File: src/ecs_pkg.sv
// shared constants and types for the nvm command and status controller
package ecs_pkg;

  // register byte offsets on the AHB-Lite bus, one aligned word each
  localparam logic [7:0] ADDR_CONFIG     = 8'h00;
  localparam logic [7:0] ADDR_STATUS     = 8'h04;
  localparam logic [7:0] ADDR_COMMAND    = 8'h08;
  localparam logic [7:0] ADDR_FACTORY    = 8'h0C;
  localparam logic [7:0] ADDR_DIVIDER    = 8'h10;
  localparam logic [7:0] ADDR_ARRAY_WORD = 8'h14;

  // status register bit positions
  localparam int ST_BUF_EMPTY = 7;
  localparam int ST_COMPLETE  = 6;
  localparam int ST_PROTECTION_VIOLATION_FLAG     = 5;
  localparam int ST_ACCESS_ERROR_FLAG    = 4;
  localparam int ST_BLANK     = 2;
  localparam int ST_FAIL      = 1;
  localparam int ST_DONE      = 0;

  // config register bit positions
  localparam int CFG_BUF_EMPTY_IE = 7;
  localparam int CFG_COMPLETE_IE  = 6;

  // divider register layout
  localparam int DIV_LOADED = 7;
  localparam int DIV_WIDTH  = 7;

  // array word register layout: data in the low half, byte address above
  localparam int ARR_DATA_LSB  = 0;
  localparam int ARR_DATA_W    = 16;
  localparam int ARR_ADDR_LSB  = 16;
  localparam int ARR_ADDR_W    = 11;

  // command register: only these bits are implemented
  localparam logic [7:0] CMD_BITS_MASK = 8'h65;

  // operation codes
  localparam logic [7:0] OP_ERASE_VERIFY  = 8'h05;
  localparam logic [7:0] OP_WORD_PROGRAM  = 8'h20;
  localparam logic [7:0] OP_SECTOR_ERASE  = 8'h40;
  localparam logic [7:0] OP_MASS_ERASE    = 8'h41;
  localparam logic [7:0] OP_SECTOR_MODIFY = 8'h60;

  // reset values
  localparam logic [7:0]             CONFIG_RST   = 8'h00;
  localparam logic [7:0]             COMMAND_RST  = 8'h00;
  localparam logic [DIV_WIDTH-1:0]   DIVIDER_RST  = 7'h00;
  localparam logic                   BUF_EMPTY_RST = 1'b1;
  localparam logic                   COMPLETE_RST  = 1'b1;

  // command write sequence progress
  typedef enum logic [1:0] {
    SEQ_IDLE,
    SEQ_WORD,
    SEQ_CMD
  } ecs_seq_e;

endpackage

File: src/ecs_ctrl.sv
// command register, status flags and command buffer of the nvm controller
//
// Chosen here: register access over AHB-Lite and the address map.
`timescale 1ns/100ps

module ecs_ctrl (
  input  wire logic                            clk,
  input  wire logic                            reset_n,
  // AHB-Lite slave
  input  wire logic                            hsel,
  input  wire logic [31:0]                     haddr,
  input  wire logic [1:0]                      htrans,
  input  wire logic                            hwrite,
  input  wire logic [2:0]                      hsize,
  input  wire logic [31:0]                     hwdata,
  input  wire logic                            hready,
  output logic      [31:0]                     hrdata,
  output logic                                 hreadyout,
  output logic                                 hresp,
  // mode and cpu
  input  wire logic                            special_mode,
  input  wire logic                            cpu_stop,
  // protection logic judges the buffered address
  input  wire logic                            area_protected,
  input  wire logic                            protection_open,
  output logic      [ecs_pkg::ARR_ADDR_W-1:0]  seq_addr,
  // array engine
  output logic                                 op_start,
  output logic      [7:0]                      op_code,
  output logic      [ecs_pkg::ARR_ADDR_W-1:0]  op_addr,
  output logic      [ecs_pkg::ARR_DATA_W-1:0]  op_data,
  input  wire logic                            op_finish,
  input  wire logic                            op_blank,
  output logic      [ecs_pkg::DIV_WIDTH-1:0]   timebase_divider,
  // interrupt requests
  output logic                                 buffer_empty_irq,
  output logic                                 complete_irq
);

  // legal operation code check, used by command write decode
  function automatic logic ecs_code_legal(input logic [7:0] code);
    ecs_code_legal = (code == ecs_pkg::OP_ERASE_VERIFY) ||
                     (code == ecs_pkg::OP_WORD_PROGRAM) ||
                     (code == ecs_pkg::OP_SECTOR_ERASE) ||
                     (code == ecs_pkg::OP_MASS_ERASE) ||
                     (code == ecs_pkg::OP_SECTOR_MODIFY);
  endfunction

  logic                              a_valid, wr_pend_reg, rd_wait_reg;
  logic [7:0]                        a_addr_reg, wd, cmd_reg, act_code_reg, status_rd, rd_byte;
  logic [31:0]                       hrdata_reg;
  logic                              wr_cfg, wr_stat, wr_cmd, wr_div, wr_arr;
  logic                              cfg_beie_reg, cfg_complete_irq_enable_reg, div_loaded_reg;
  logic [ecs_pkg::DIV_WIDTH-1:0]     div_reg;
  logic                              buf_empty_reg, complete_reg, protection_violation_flag_reg, access_error_flag_reg, blank_reg, fail_reg;
  ecs_pkg::ecs_seq_e                 seq_reg, seq_next;
  logic [ecs_pkg::ARR_ADDR_W-1:0]    seq_addr_reg, act_addr_reg, arr_addr_in;
  logic [ecs_pkg::ARR_DATA_W-1:0]    seq_data_reg, act_data_reg;
  logic                              act_valid_reg, op_start_reg;
  logic                              seq_fault, prot_fault, launch_ok, word_take, cmd_take;
  logic                              transfer, act_done, verify_done, stop_fault;

  // address phase acceptance
  assign a_valid = hsel && hready && htrans[1];

  // reads take one wait state so hrdata comes from a flop and sees prior writes
  assign hreadyout = !rd_wait_reg;
  assign hresp     = 1'b0;
  assign hrdata    = hrdata_reg;

  // address phase capture
  always_ff @(posedge clk or negedge reset_n)
  begin
    if (!reset_n)
    begin
      wr_pend_reg <= 1'b0;
      rd_wait_reg <= 1'b0;
      a_addr_reg  <= 8'h00;
    end
    else
    begin
      wr_pend_reg <= a_valid && hwrite;
      rd_wait_reg <= a_valid && !hwrite;
      if (a_valid)
        a_addr_reg <= {haddr[7:2], 2'b00};
    end
  end

  // write strobes in the data phase; the low byte carries register data, except the array word, which takes hwdata bits 26:0
  assign wd      = hwdata[7:0];
  assign wr_cfg  = wr_pend_reg && (a_addr_reg == ecs_pkg::ADDR_CONFIG);
  assign wr_stat = wr_pend_reg && (a_addr_reg == ecs_pkg::ADDR_STATUS);
  assign wr_cmd  = wr_pend_reg && (a_addr_reg == ecs_pkg::ADDR_COMMAND);
  assign wr_div  = wr_pend_reg && (a_addr_reg == ecs_pkg::ADDR_DIVIDER);
  assign wr_arr  = wr_pend_reg && (a_addr_reg == ecs_pkg::ADDR_ARRAY_WORD);
  assign arr_addr_in = hwdata[ecs_pkg::ARR_ADDR_LSB +: ecs_pkg::ARR_ADDR_W];

  // status read view; special-mode bits hidden in normal mode
  always_comb
  begin
    status_rd = 8'h00;
    status_rd[ecs_pkg::ST_BUF_EMPTY] = buf_empty_reg;
    status_rd[ecs_pkg::ST_COMPLETE]  = complete_reg;
    status_rd[ecs_pkg::ST_PROTECTION_VIOLATION_FLAG]     = protection_violation_flag_reg;
    status_rd[ecs_pkg::ST_ACCESS_ERROR_FLAG]    = access_error_flag_reg;
    status_rd[ecs_pkg::ST_BLANK]     = blank_reg;
    status_rd[ecs_pkg::ST_FAIL]      = special_mode && fail_reg;
    status_rd[ecs_pkg::ST_DONE]      = special_mode && !act_valid_reg;
  end

  // read mux; factory test and unmapped words read zero
  always_comb
  begin
    rd_byte = 8'h00;
    case (a_addr_reg)
      ecs_pkg::ADDR_CONFIG:  rd_byte = {cfg_beie_reg, cfg_complete_irq_enable_reg, 6'h00};
      ecs_pkg::ADDR_STATUS:  rd_byte = status_rd;
      ecs_pkg::ADDR_COMMAND: rd_byte = cmd_reg & ecs_pkg::CMD_BITS_MASK;
      ecs_pkg::ADDR_DIVIDER: rd_byte = {div_loaded_reg, div_reg};
      ecs_pkg::ADDR_FACTORY: rd_byte = 8'h00;
      default:               rd_byte = 8'h00;
    endcase
  end

  // read data register loaded during the wait state
  always_ff @(posedge clk or negedge reset_n)
  begin
    if (!reset_n)
      hrdata_reg <= 32'h0000_0000;
    else if (rd_wait_reg)
      hrdata_reg <= {24'h00_0000, rd_byte};
  end

  // interrupt enables
  always_ff @(posedge clk or negedge reset_n)
  begin
    if (!reset_n)
    begin
      cfg_beie_reg <= ecs_pkg::CONFIG_RST[ecs_pkg::CFG_BUF_EMPTY_IE];
      cfg_complete_irq_enable_reg <= ecs_pkg::CONFIG_RST[ecs_pkg::CFG_COMPLETE_IE];
    end
    else if (wr_cfg)
    begin
      cfg_beie_reg <= wd[ecs_pkg::CFG_BUF_EMPTY_IE];
      cfg_complete_irq_enable_reg <= wd[ecs_pkg::CFG_COMPLETE_IE];
    end
  end

  // divider is write once; the loaded bit gates every launch
  always_ff @(posedge clk or negedge reset_n)
  begin
    if (!reset_n)
    begin
      div_reg        <= ecs_pkg::DIVIDER_RST;
      div_loaded_reg <= 1'b0;
    end
    else if (wr_div && !div_loaded_reg)
    begin
      div_reg        <= wd[ecs_pkg::DIV_WIDTH-1:0];
      div_loaded_reg <= 1'b1;
    end
  end
  assign timebase_divider = div_reg;

  // sequence decode: word write, command write, launch or abort
  always_comb
  begin
    seq_next   = seq_reg;
    seq_fault  = 1'b0;
    prot_fault = 1'b0;
    launch_ok  = 1'b0;
    word_take  = 1'b0;
    cmd_take   = 1'b0;
    if (wr_arr)
    begin
      // new word while errors stand is ignored; misaligned or busy is a fault
      if (!(access_error_flag_reg || protection_violation_flag_reg))
      begin
        if ((seq_reg != ecs_pkg::SEQ_IDLE) || !buf_empty_reg || arr_addr_in[0])
        begin
          seq_fault = 1'b1;
          seq_next  = ecs_pkg::SEQ_IDLE;
        end
        else
        begin
          word_take = 1'b1;
          seq_next  = ecs_pkg::SEQ_WORD;
        end
      end
    end
    else if (wr_cmd)
    begin
      if ((seq_reg != ecs_pkg::SEQ_WORD) || !ecs_code_legal(wd))
      begin
        seq_fault = (seq_reg != ecs_pkg::SEQ_IDLE) || !ecs_code_legal(wd);
        seq_next  = ecs_pkg::SEQ_IDLE;
      end
      else
      begin
        cmd_take = 1'b1;
        seq_next = ecs_pkg::SEQ_CMD;
      end
    end
    else if (wr_stat && !wd[ecs_pkg::ST_BUF_EMPTY])
    begin
      // zero to buffer-empty aborts a started sequence, harmless when idle
      if (seq_reg != ecs_pkg::SEQ_IDLE)
      begin
        seq_fault = 1'b1;
        seq_next  = ecs_pkg::SEQ_IDLE;
      end
    end
    else if (wr_stat && buf_empty_reg)
    begin
      if (seq_reg == ecs_pkg::SEQ_WORD)
      begin
        seq_fault = 1'b1;
        seq_next  = ecs_pkg::SEQ_IDLE;
      end
      else if (seq_reg == ecs_pkg::SEQ_CMD)
      begin
        seq_next = ecs_pkg::SEQ_IDLE;
        if (access_error_flag_reg || !div_loaded_reg)
          seq_fault = 1'b1;
        else if (((cmd_reg == ecs_pkg::OP_MASS_ERASE) && !protection_open) ||
                 ((cmd_reg != ecs_pkg::OP_ERASE_VERIFY) &&
                  (cmd_reg != ecs_pkg::OP_MASS_ERASE) && area_protected))
          prot_fault = 1'b1;
        else if (!protection_violation_flag_reg)
          launch_ok = 1'b1;
        else
          seq_fault = 1'b1;
      end
    end
  end

  // sequence state
  always_ff @(posedge clk or negedge reset_n)
  begin
    if (!reset_n)
      seq_reg <= ecs_pkg::SEQ_IDLE;
    else
      seq_reg <= seq_next;
  end

  // sequence buffers double as the pending stage of the two-stage queue
  always_ff @(posedge clk or negedge reset_n)
  begin
    if (!reset_n)
    begin
      seq_addr_reg <= '0;
      seq_data_reg <= '0;
      cmd_reg      <= ecs_pkg::COMMAND_RST;
    end
    else
    begin
      if (word_take)
      begin
        seq_addr_reg <= arr_addr_in;
        seq_data_reg <= hwdata[ecs_pkg::ARR_DATA_LSB +: ecs_pkg::ARR_DATA_W];
      end
      if (cmd_take)
        cmd_reg <= wd & ecs_pkg::CMD_BITS_MASK;
    end
  end
  assign seq_addr = seq_addr_reg;

  // pending moves to active when the engine is free or just finishing
  assign act_done    = act_valid_reg && op_finish;
  assign transfer    = !buf_empty_reg && (!act_valid_reg || op_finish);
  assign verify_done = act_done && (act_code_reg == ecs_pkg::OP_ERASE_VERIFY);
  assign stop_fault  = cpu_stop && !complete_reg;

  // active stage and start pulse to the array engine
  always_ff @(posedge clk or negedge reset_n)
  begin
    if (!reset_n)
    begin
      act_valid_reg <= 1'b0;
      act_code_reg  <= 8'h00;
      act_addr_reg  <= '0;
      act_data_reg  <= '0;
      op_start_reg  <= 1'b0;
    end
    else
    begin
      op_start_reg <= transfer;
      if (transfer)
      begin
        act_valid_reg <= 1'b1;
        act_code_reg  <= cmd_reg;
        act_addr_reg  <= seq_addr_reg;
        act_data_reg  <= seq_data_reg;
      end
      else if (act_done)
        act_valid_reg <= 1'b0;
    end
  end
  assign op_start = op_start_reg;
  assign op_code  = act_code_reg;
  assign op_addr  = act_addr_reg;
  assign op_data  = act_data_reg;

  // buffer empty: cleared by launch, set when the pending stage drains
  always_ff @(posedge clk or negedge reset_n)
  begin
    if (!reset_n)
      buf_empty_reg <= ecs_pkg::BUF_EMPTY_RST;
    else if (launch_ok)
      buf_empty_reg <= 1'b0;
    else if (transfer)
      buf_empty_reg <= 1'b1;
  end

  // complete: software writes have no path here
  always_ff @(posedge clk or negedge reset_n)
  begin
    if (!reset_n)
      complete_reg <= ecs_pkg::COMPLETE_RST;
    else if (launch_ok)
      complete_reg <= 1'b0;
    else if (act_done && buf_empty_reg)
      complete_reg <= 1'b1;
  end

  // access error: any set source beats a same-cycle clear
  always_ff @(posedge clk or negedge reset_n)
  begin
    if (!reset_n)
      access_error_flag_reg <= 1'b0;
    else if (seq_fault || stop_fault)
      access_error_flag_reg <= 1'b1;
    else if (wr_stat && wd[ecs_pkg::ST_ACCESS_ERROR_FLAG])
      access_error_flag_reg <= 1'b0;
  end

  // protection violation, cleared only by its own bit
  always_ff @(posedge clk or negedge reset_n)
  begin
    if (!reset_n)
      protection_violation_flag_reg <= 1'b0;
    else if (prot_fault)
      protection_violation_flag_reg <= 1'b1;
    else if (wr_stat && wd[ecs_pkg::ST_PROTECTION_VIOLATION_FLAG])
      protection_violation_flag_reg <= 1'b0;
  end

  // blank: hardware only, no write path
  always_ff @(posedge clk or negedge reset_n)
  begin
    if (!reset_n)
      blank_reg <= 1'b0;
    else if (verify_done && op_blank)
      blank_reg <= 1'b1;
    else if (launch_ok)
      blank_reg <= 1'b0;
  end

  // fail: clearable only in special mode; relies on software clearing it first
  always_ff @(posedge clk or negedge reset_n)
  begin
    if (!reset_n)
      fail_reg <= 1'b0;
    else if (verify_done && !op_blank)
      fail_reg <= 1'b1;
    else if (special_mode && wr_stat && wd[ecs_pkg::ST_FAIL])
      fail_reg <= 1'b0;
  end

  // interrupt requests are plain level gates of flag and enable
  assign buffer_empty_irq = buf_empty_reg && cfg_beie_reg;
  assign complete_irq     = complete_reg && cfg_complete_irq_enable_reg;

endmodule

File: config.mk
export PLATFORM = sky130hd
export DESIGN_NAME = ecs_ctrl
export DESIGN_NICKNAME = d
export VERILOG_FILES = /design/src/ecs_pkg.sv /design/src/ecs_ctrl.sv
export SDC_FILE = /design/constraint.sdc
export NUM_CORES = 1
export LEC_CHECK = 0
export ABC_CLOCK_PERIOD_IN_PS = 2200
export BUFFER_PORTS_ARGS = -buffer_cell sky130_fd_sc_hd__buf_2
export CAP_MARGIN = 20
export CORE_AREA = 5 5 102 104
export DETAILED_ROUTE_END_ITERATION = 8
export DIE_AREA = 0 0 107 109
export GPL_TIMING_DRIVEN = 0
export PLACE_DENSITY_LB_ADDON = 0.1
export SLEW_MARGIN = 20
export SYNTH_ARGS = -nofsm -noshare
export SYNTH_HDL_FRONTEND = slang
export SYNTH_SLANG_ARGS = --single-unit
File: constraint.sdc
create_clock -name clk -period 2.2 [get_ports clk]
set_input_delay 0.11 -clock clk [delete_from_list [all_inputs] [get_ports clk]]
set_output_delay 0.11 -clock clk [all_outputs]
set_load 0.03 [all_outputs]
==> impl_summary.txt <==
----------------------------------------------------
[Critical path]
  Worst reg2reg path startpoint ... a_addr_reg[4]
  Flop2flop setup slack ... around 170 ps
  Max stage delay on crit path ... ~480 ps
  Type of origin of the critical path ... flop
  Slowest stage cell on the critical path ... sky130_fd_sc_hd__dfrtp_1
  Worst Setup Path Type ... flop to flop
  Critical Path, Cell by Cell ... nor4_4, nand2_1, nand4b_1, nor2_4, mux2_2
  Data required time of the worst path ... 2450 ps
  Beginning of the critical path ... a_addr_reg[4]
  Worst reg2reg endpoint ... cmd_reg[5]
  Arrival time worst endpoint ... 2280 ps
  Endpoint type of the worst setup path ... flop
  Highest net fanout along the worst path ... 7
  Number of cells on the worst reg-to-reg path ... 5

[Timing]
  Count of final setup violators ... 0
  Worst-case clock skew ... about 10 ps
  Final Critical Period ... 2026 ps
  Maximum frequency from static timing analysis ... roughly 490 MHz
  Part of the cycle the worst path needs ... 0.9207
  Number of hold-slack violations in the final timing report ... 0
  Final number of max-transition violations ... 0
  Slew at the pin closest to its max-slew limit ... 546.0 ps
  Worst max-slew margin expressed relative to the limit ... 0.6344
  Setup repair after global routing missed its margin ... no
  Setup tns final ... 0 ps

[Power]
  Total power density per cell area ... roughly 630 mW/mm^2
  Clock share of power ... 0.321
  Maximum ir drop on the vdd rail ... between 0.3 and 0.4 mV
  Leakage dissipation ... 3.102 nW
  Sequential share of power ... 0.530
  Share of power burned in combinational logic ... 0.149
  Net load switching power ... 988.0 uW
  Internal power contribution ... around 2.6 mW
  Net switching fraction of the power ... 0.2722

[CTS]
  CTS Root Cell ... sky130_fd_sc_hd__clkbuf_8
  Number of hold buffers added after cts ... 27
  Clk buf depth ... 2
  Clock Pin Slew Worst Setup and Hold Paths ... roughly 90 ps
  TritonCTS Sinks ... 98
  H-Tree Depth ... 3
  Number of clock buffers inserted by TritonCTS ... 9
  Resize count post-CTS ... 0
  Source-to-sink clock delay at the later pin of the worst-skew pair ... roughly 360 ps
  Post-CTS Repair Setup Buffers ... 0
  Clock tree from TritonCTS ... built

[Detailed routing]
  Initial DRT Pass Iterations ... 4
  Vias post-DR ... ~3,100
  Count of antenna-violating nets left after detailed routing ... 0
  First-iteration detailed-routing DRC count ... ~130
  WL per Instance ... between 15 and 20 um
  Number of design rule violations left after detail routing ... 0
  Total wire length ... ~10,000 um
  Via density per instance ... around 4.9

[Finish]
  Post-layout net count ... 597
  Number of inserted diodes ... 0
  Summed area of non-filler cells in the final layout ... 0.005771 sq mm
  Fraction of layout instances using a drive strength above 1 ... 0.4674
  Area grow syn2layout ... 28.32%
  Fill cells ... slightly below 800

[Logic synthesis]
  Area share of the largest cell type after synthesis ... 0.5342
  Top cell types by occurrence after synthesis ... 96 x sky130_fd_sc_hd__dfrtp_1, 57 x sky130_fd_sc_hd__mux2_2, 29 x sky130_fd_sc_hd__buf_4, 18 x sky130_fd_sc_hd__mux2_4, 16 x sky130_fd_sc_hd__nor2_1
  Share of synthesized registers carrying an async set or reset ... 1.000
  Most frequent cell after synthesis ... sky130_fd_sc_hd__dfrtp_1
  Mean Syn Cell Area ... 13.03 sq um
  Post-synth design cell area ... about 0.0045 sq mm
  Post-synth cell types ... 50
  Area leader, netlist ... sky130_fd_sc_hd__dfrtp_1
  Register area share after synthesis ... 0.5459
  Number of enable-type register cells in the synthesized netlist ... 0
  Synth Flop Type ... sky130_fd_sc_hd__dfrtp_1
  Number of standard cells after synthesis ... approximately 350
  Top cells by area in the synthesized netlist ... sky130_fd_sc_hd__dfrtp_1 53%, sky130_fd_sc_hd__mux2_2 14%, sky130_fd_sc_hd__mux2_4 6.0%
  Seq cells post-synth ... 98
  Yosys warning total ... 0

[Floorplanning]
  Boundary Pins ... 170
  Die Wd ... about 110 um
  Vertical die dimension ... between 100 and 150 um
  Starting density of the core ... 0.4754
  Full die area ... ~0.012 sq mm
  Core Box Area ... 0.009459 sq mm
  Core Rows ... 36

[Job]
  Max_cap viols ... 0

[Worst hold path]
  Worst hold path startpoint ... hwdata[3]
  Number of cells on the worst hold path ... 2
  Hold WC Path Type ... input port to flop
  Worst-case hold path end point ... timebase_divider[3]

[Place]
  HPWL after detailed placement ... 7553 um
  Port Buffers ... ~110
  Routability congestion estimate from global placement ... about 0.85
  Standard cell area after detailed placement ... 0.005304 sq mm

[GRT]
  Global-route wire length before repair ... ~17,000 um
  GRT Overall Usage ... 0.1832
  Via count of the first global-routing pass ... approximately 3,300
  Pin count of the biggest net entering global routing ... 67
  Antenna violations before repair ... 0
  Total global routing overflow ... 0

[Run status]
  Run status ... finished clean

----------------------------------------------------
-- cell usage in the layout, fill, tap and decap left out, types with 14 or more instances in the layout --
master and count:
sky130_fd_sc_hd__buf_2 110, sky130_fd_sc_hd__buf_4 29, sky130_fd_sc_hd__conb_1 29, sky130_fd_sc_hd__dfrtp_1 96
sky130_fd_sc_hd__dlygate4sd3_1 27, sky130_fd_sc_hd__mux2_2 57, sky130_fd_sc_hd__mux2_4 18, sky130_fd_sc_hd__nand2_1 14
sky130_fd_sc_hd__nor2_1 16
-- per-stage QoR --
step | instances | power [mW] | utilization | setup WS, ps | hold slack [ps]
after CTS | 636 | 3.671 | 0.6101 | 165.3 | 26.51
after floorplan | 373 | 2.276 | - | 453.6 | -185.6
final | 636 | 3.630 | 0.6101 | 174.5 | 40.56
after global routing | 636 | 3.803 | 0.6101 | 48.94 | 31.37
after global placement | 592 | 2.445 | 0.5571 | 51.03 | 277.2
after detailed placement | 593 | 2.461 | 0.5607 | 179.5 | 19.83
-- cell type report --
type	instances	area (sq um)	share of cell area
flip-flops and latches	98	2455	0.4254
multi-input cells	223	1821	0.3155
repair buffers	133	829.5	0.1438
clock inverters	3	47.55	0.008239
well taps	114	142.6	0.02472
inverters	10	37.54	0.006505
clock buffers	13	148.9	0.02580
plain buffers	42	289.0	0.05009
-- layer usage --
| layer | wire length, um | global-route usage | vias up |
|---|---|---|---|
| met3 | 595 | 0.04500 | 13 |
| met1 | 4634 | 0.2484 | 1518 |
| met4 | 148 | 0.06027 | 0 |
| met2 | 4863 | 0.2909 | 92 |
| li1 | - | - | 1509 |
| met5 | 0 | 0 | - |
-- worst max-delay path by stage --
stage                 endpoint  slack (ps)  cells past startpoint
finish              cmd_reg[5]         170                      5
global route        cmd_reg[0]          50                      5
CTS                 cmd_reg[5]         170                      5
detailed placement  cmd_reg[5]         180                      5
global placement    op_data[4]          50                      1
floorplan           cmd_reg[0]         450                      5
-- kinds of logic after synthesis --
family	after synthesis	share of synthesized area
XOR/XNOR	1	0.001948
other	1	0.0008339
buffers and inverters	52	0.07262
AO/OA/AOI/OAI	45	0.06956
flip-flops	98	0.5459
multiplexers	78	0.2098
AND/OR/NAND/NOR	70	0.09933
-- worst max-delay path, delay by kind of cell (launching register included) --
family	cells	cell delay [ps]
simple gates	4	1090
flops	1	480
mux	1	350
-- power groups by stage --
| stage | sequential, mW | clock, mW | combinational, mW |
|---|---|---|---|
| 6_report | 1.92 | 1.16 | 0.542 |
| 5_1_grt | 1.93 | 1.27 | 0.597 |
| 4_1_cts | 1.92 | 1.20 | 0.542 |
| 3_5_place_dp | 1.96 | 0 | 0.501 |
| 3_3_place_gp | 1.96 | 0 | 0.487 |
| 2_1_floorplan | 1.98 | 0 | 0.293 |
No activity file was read; power rests on OpenSTA's default activity.
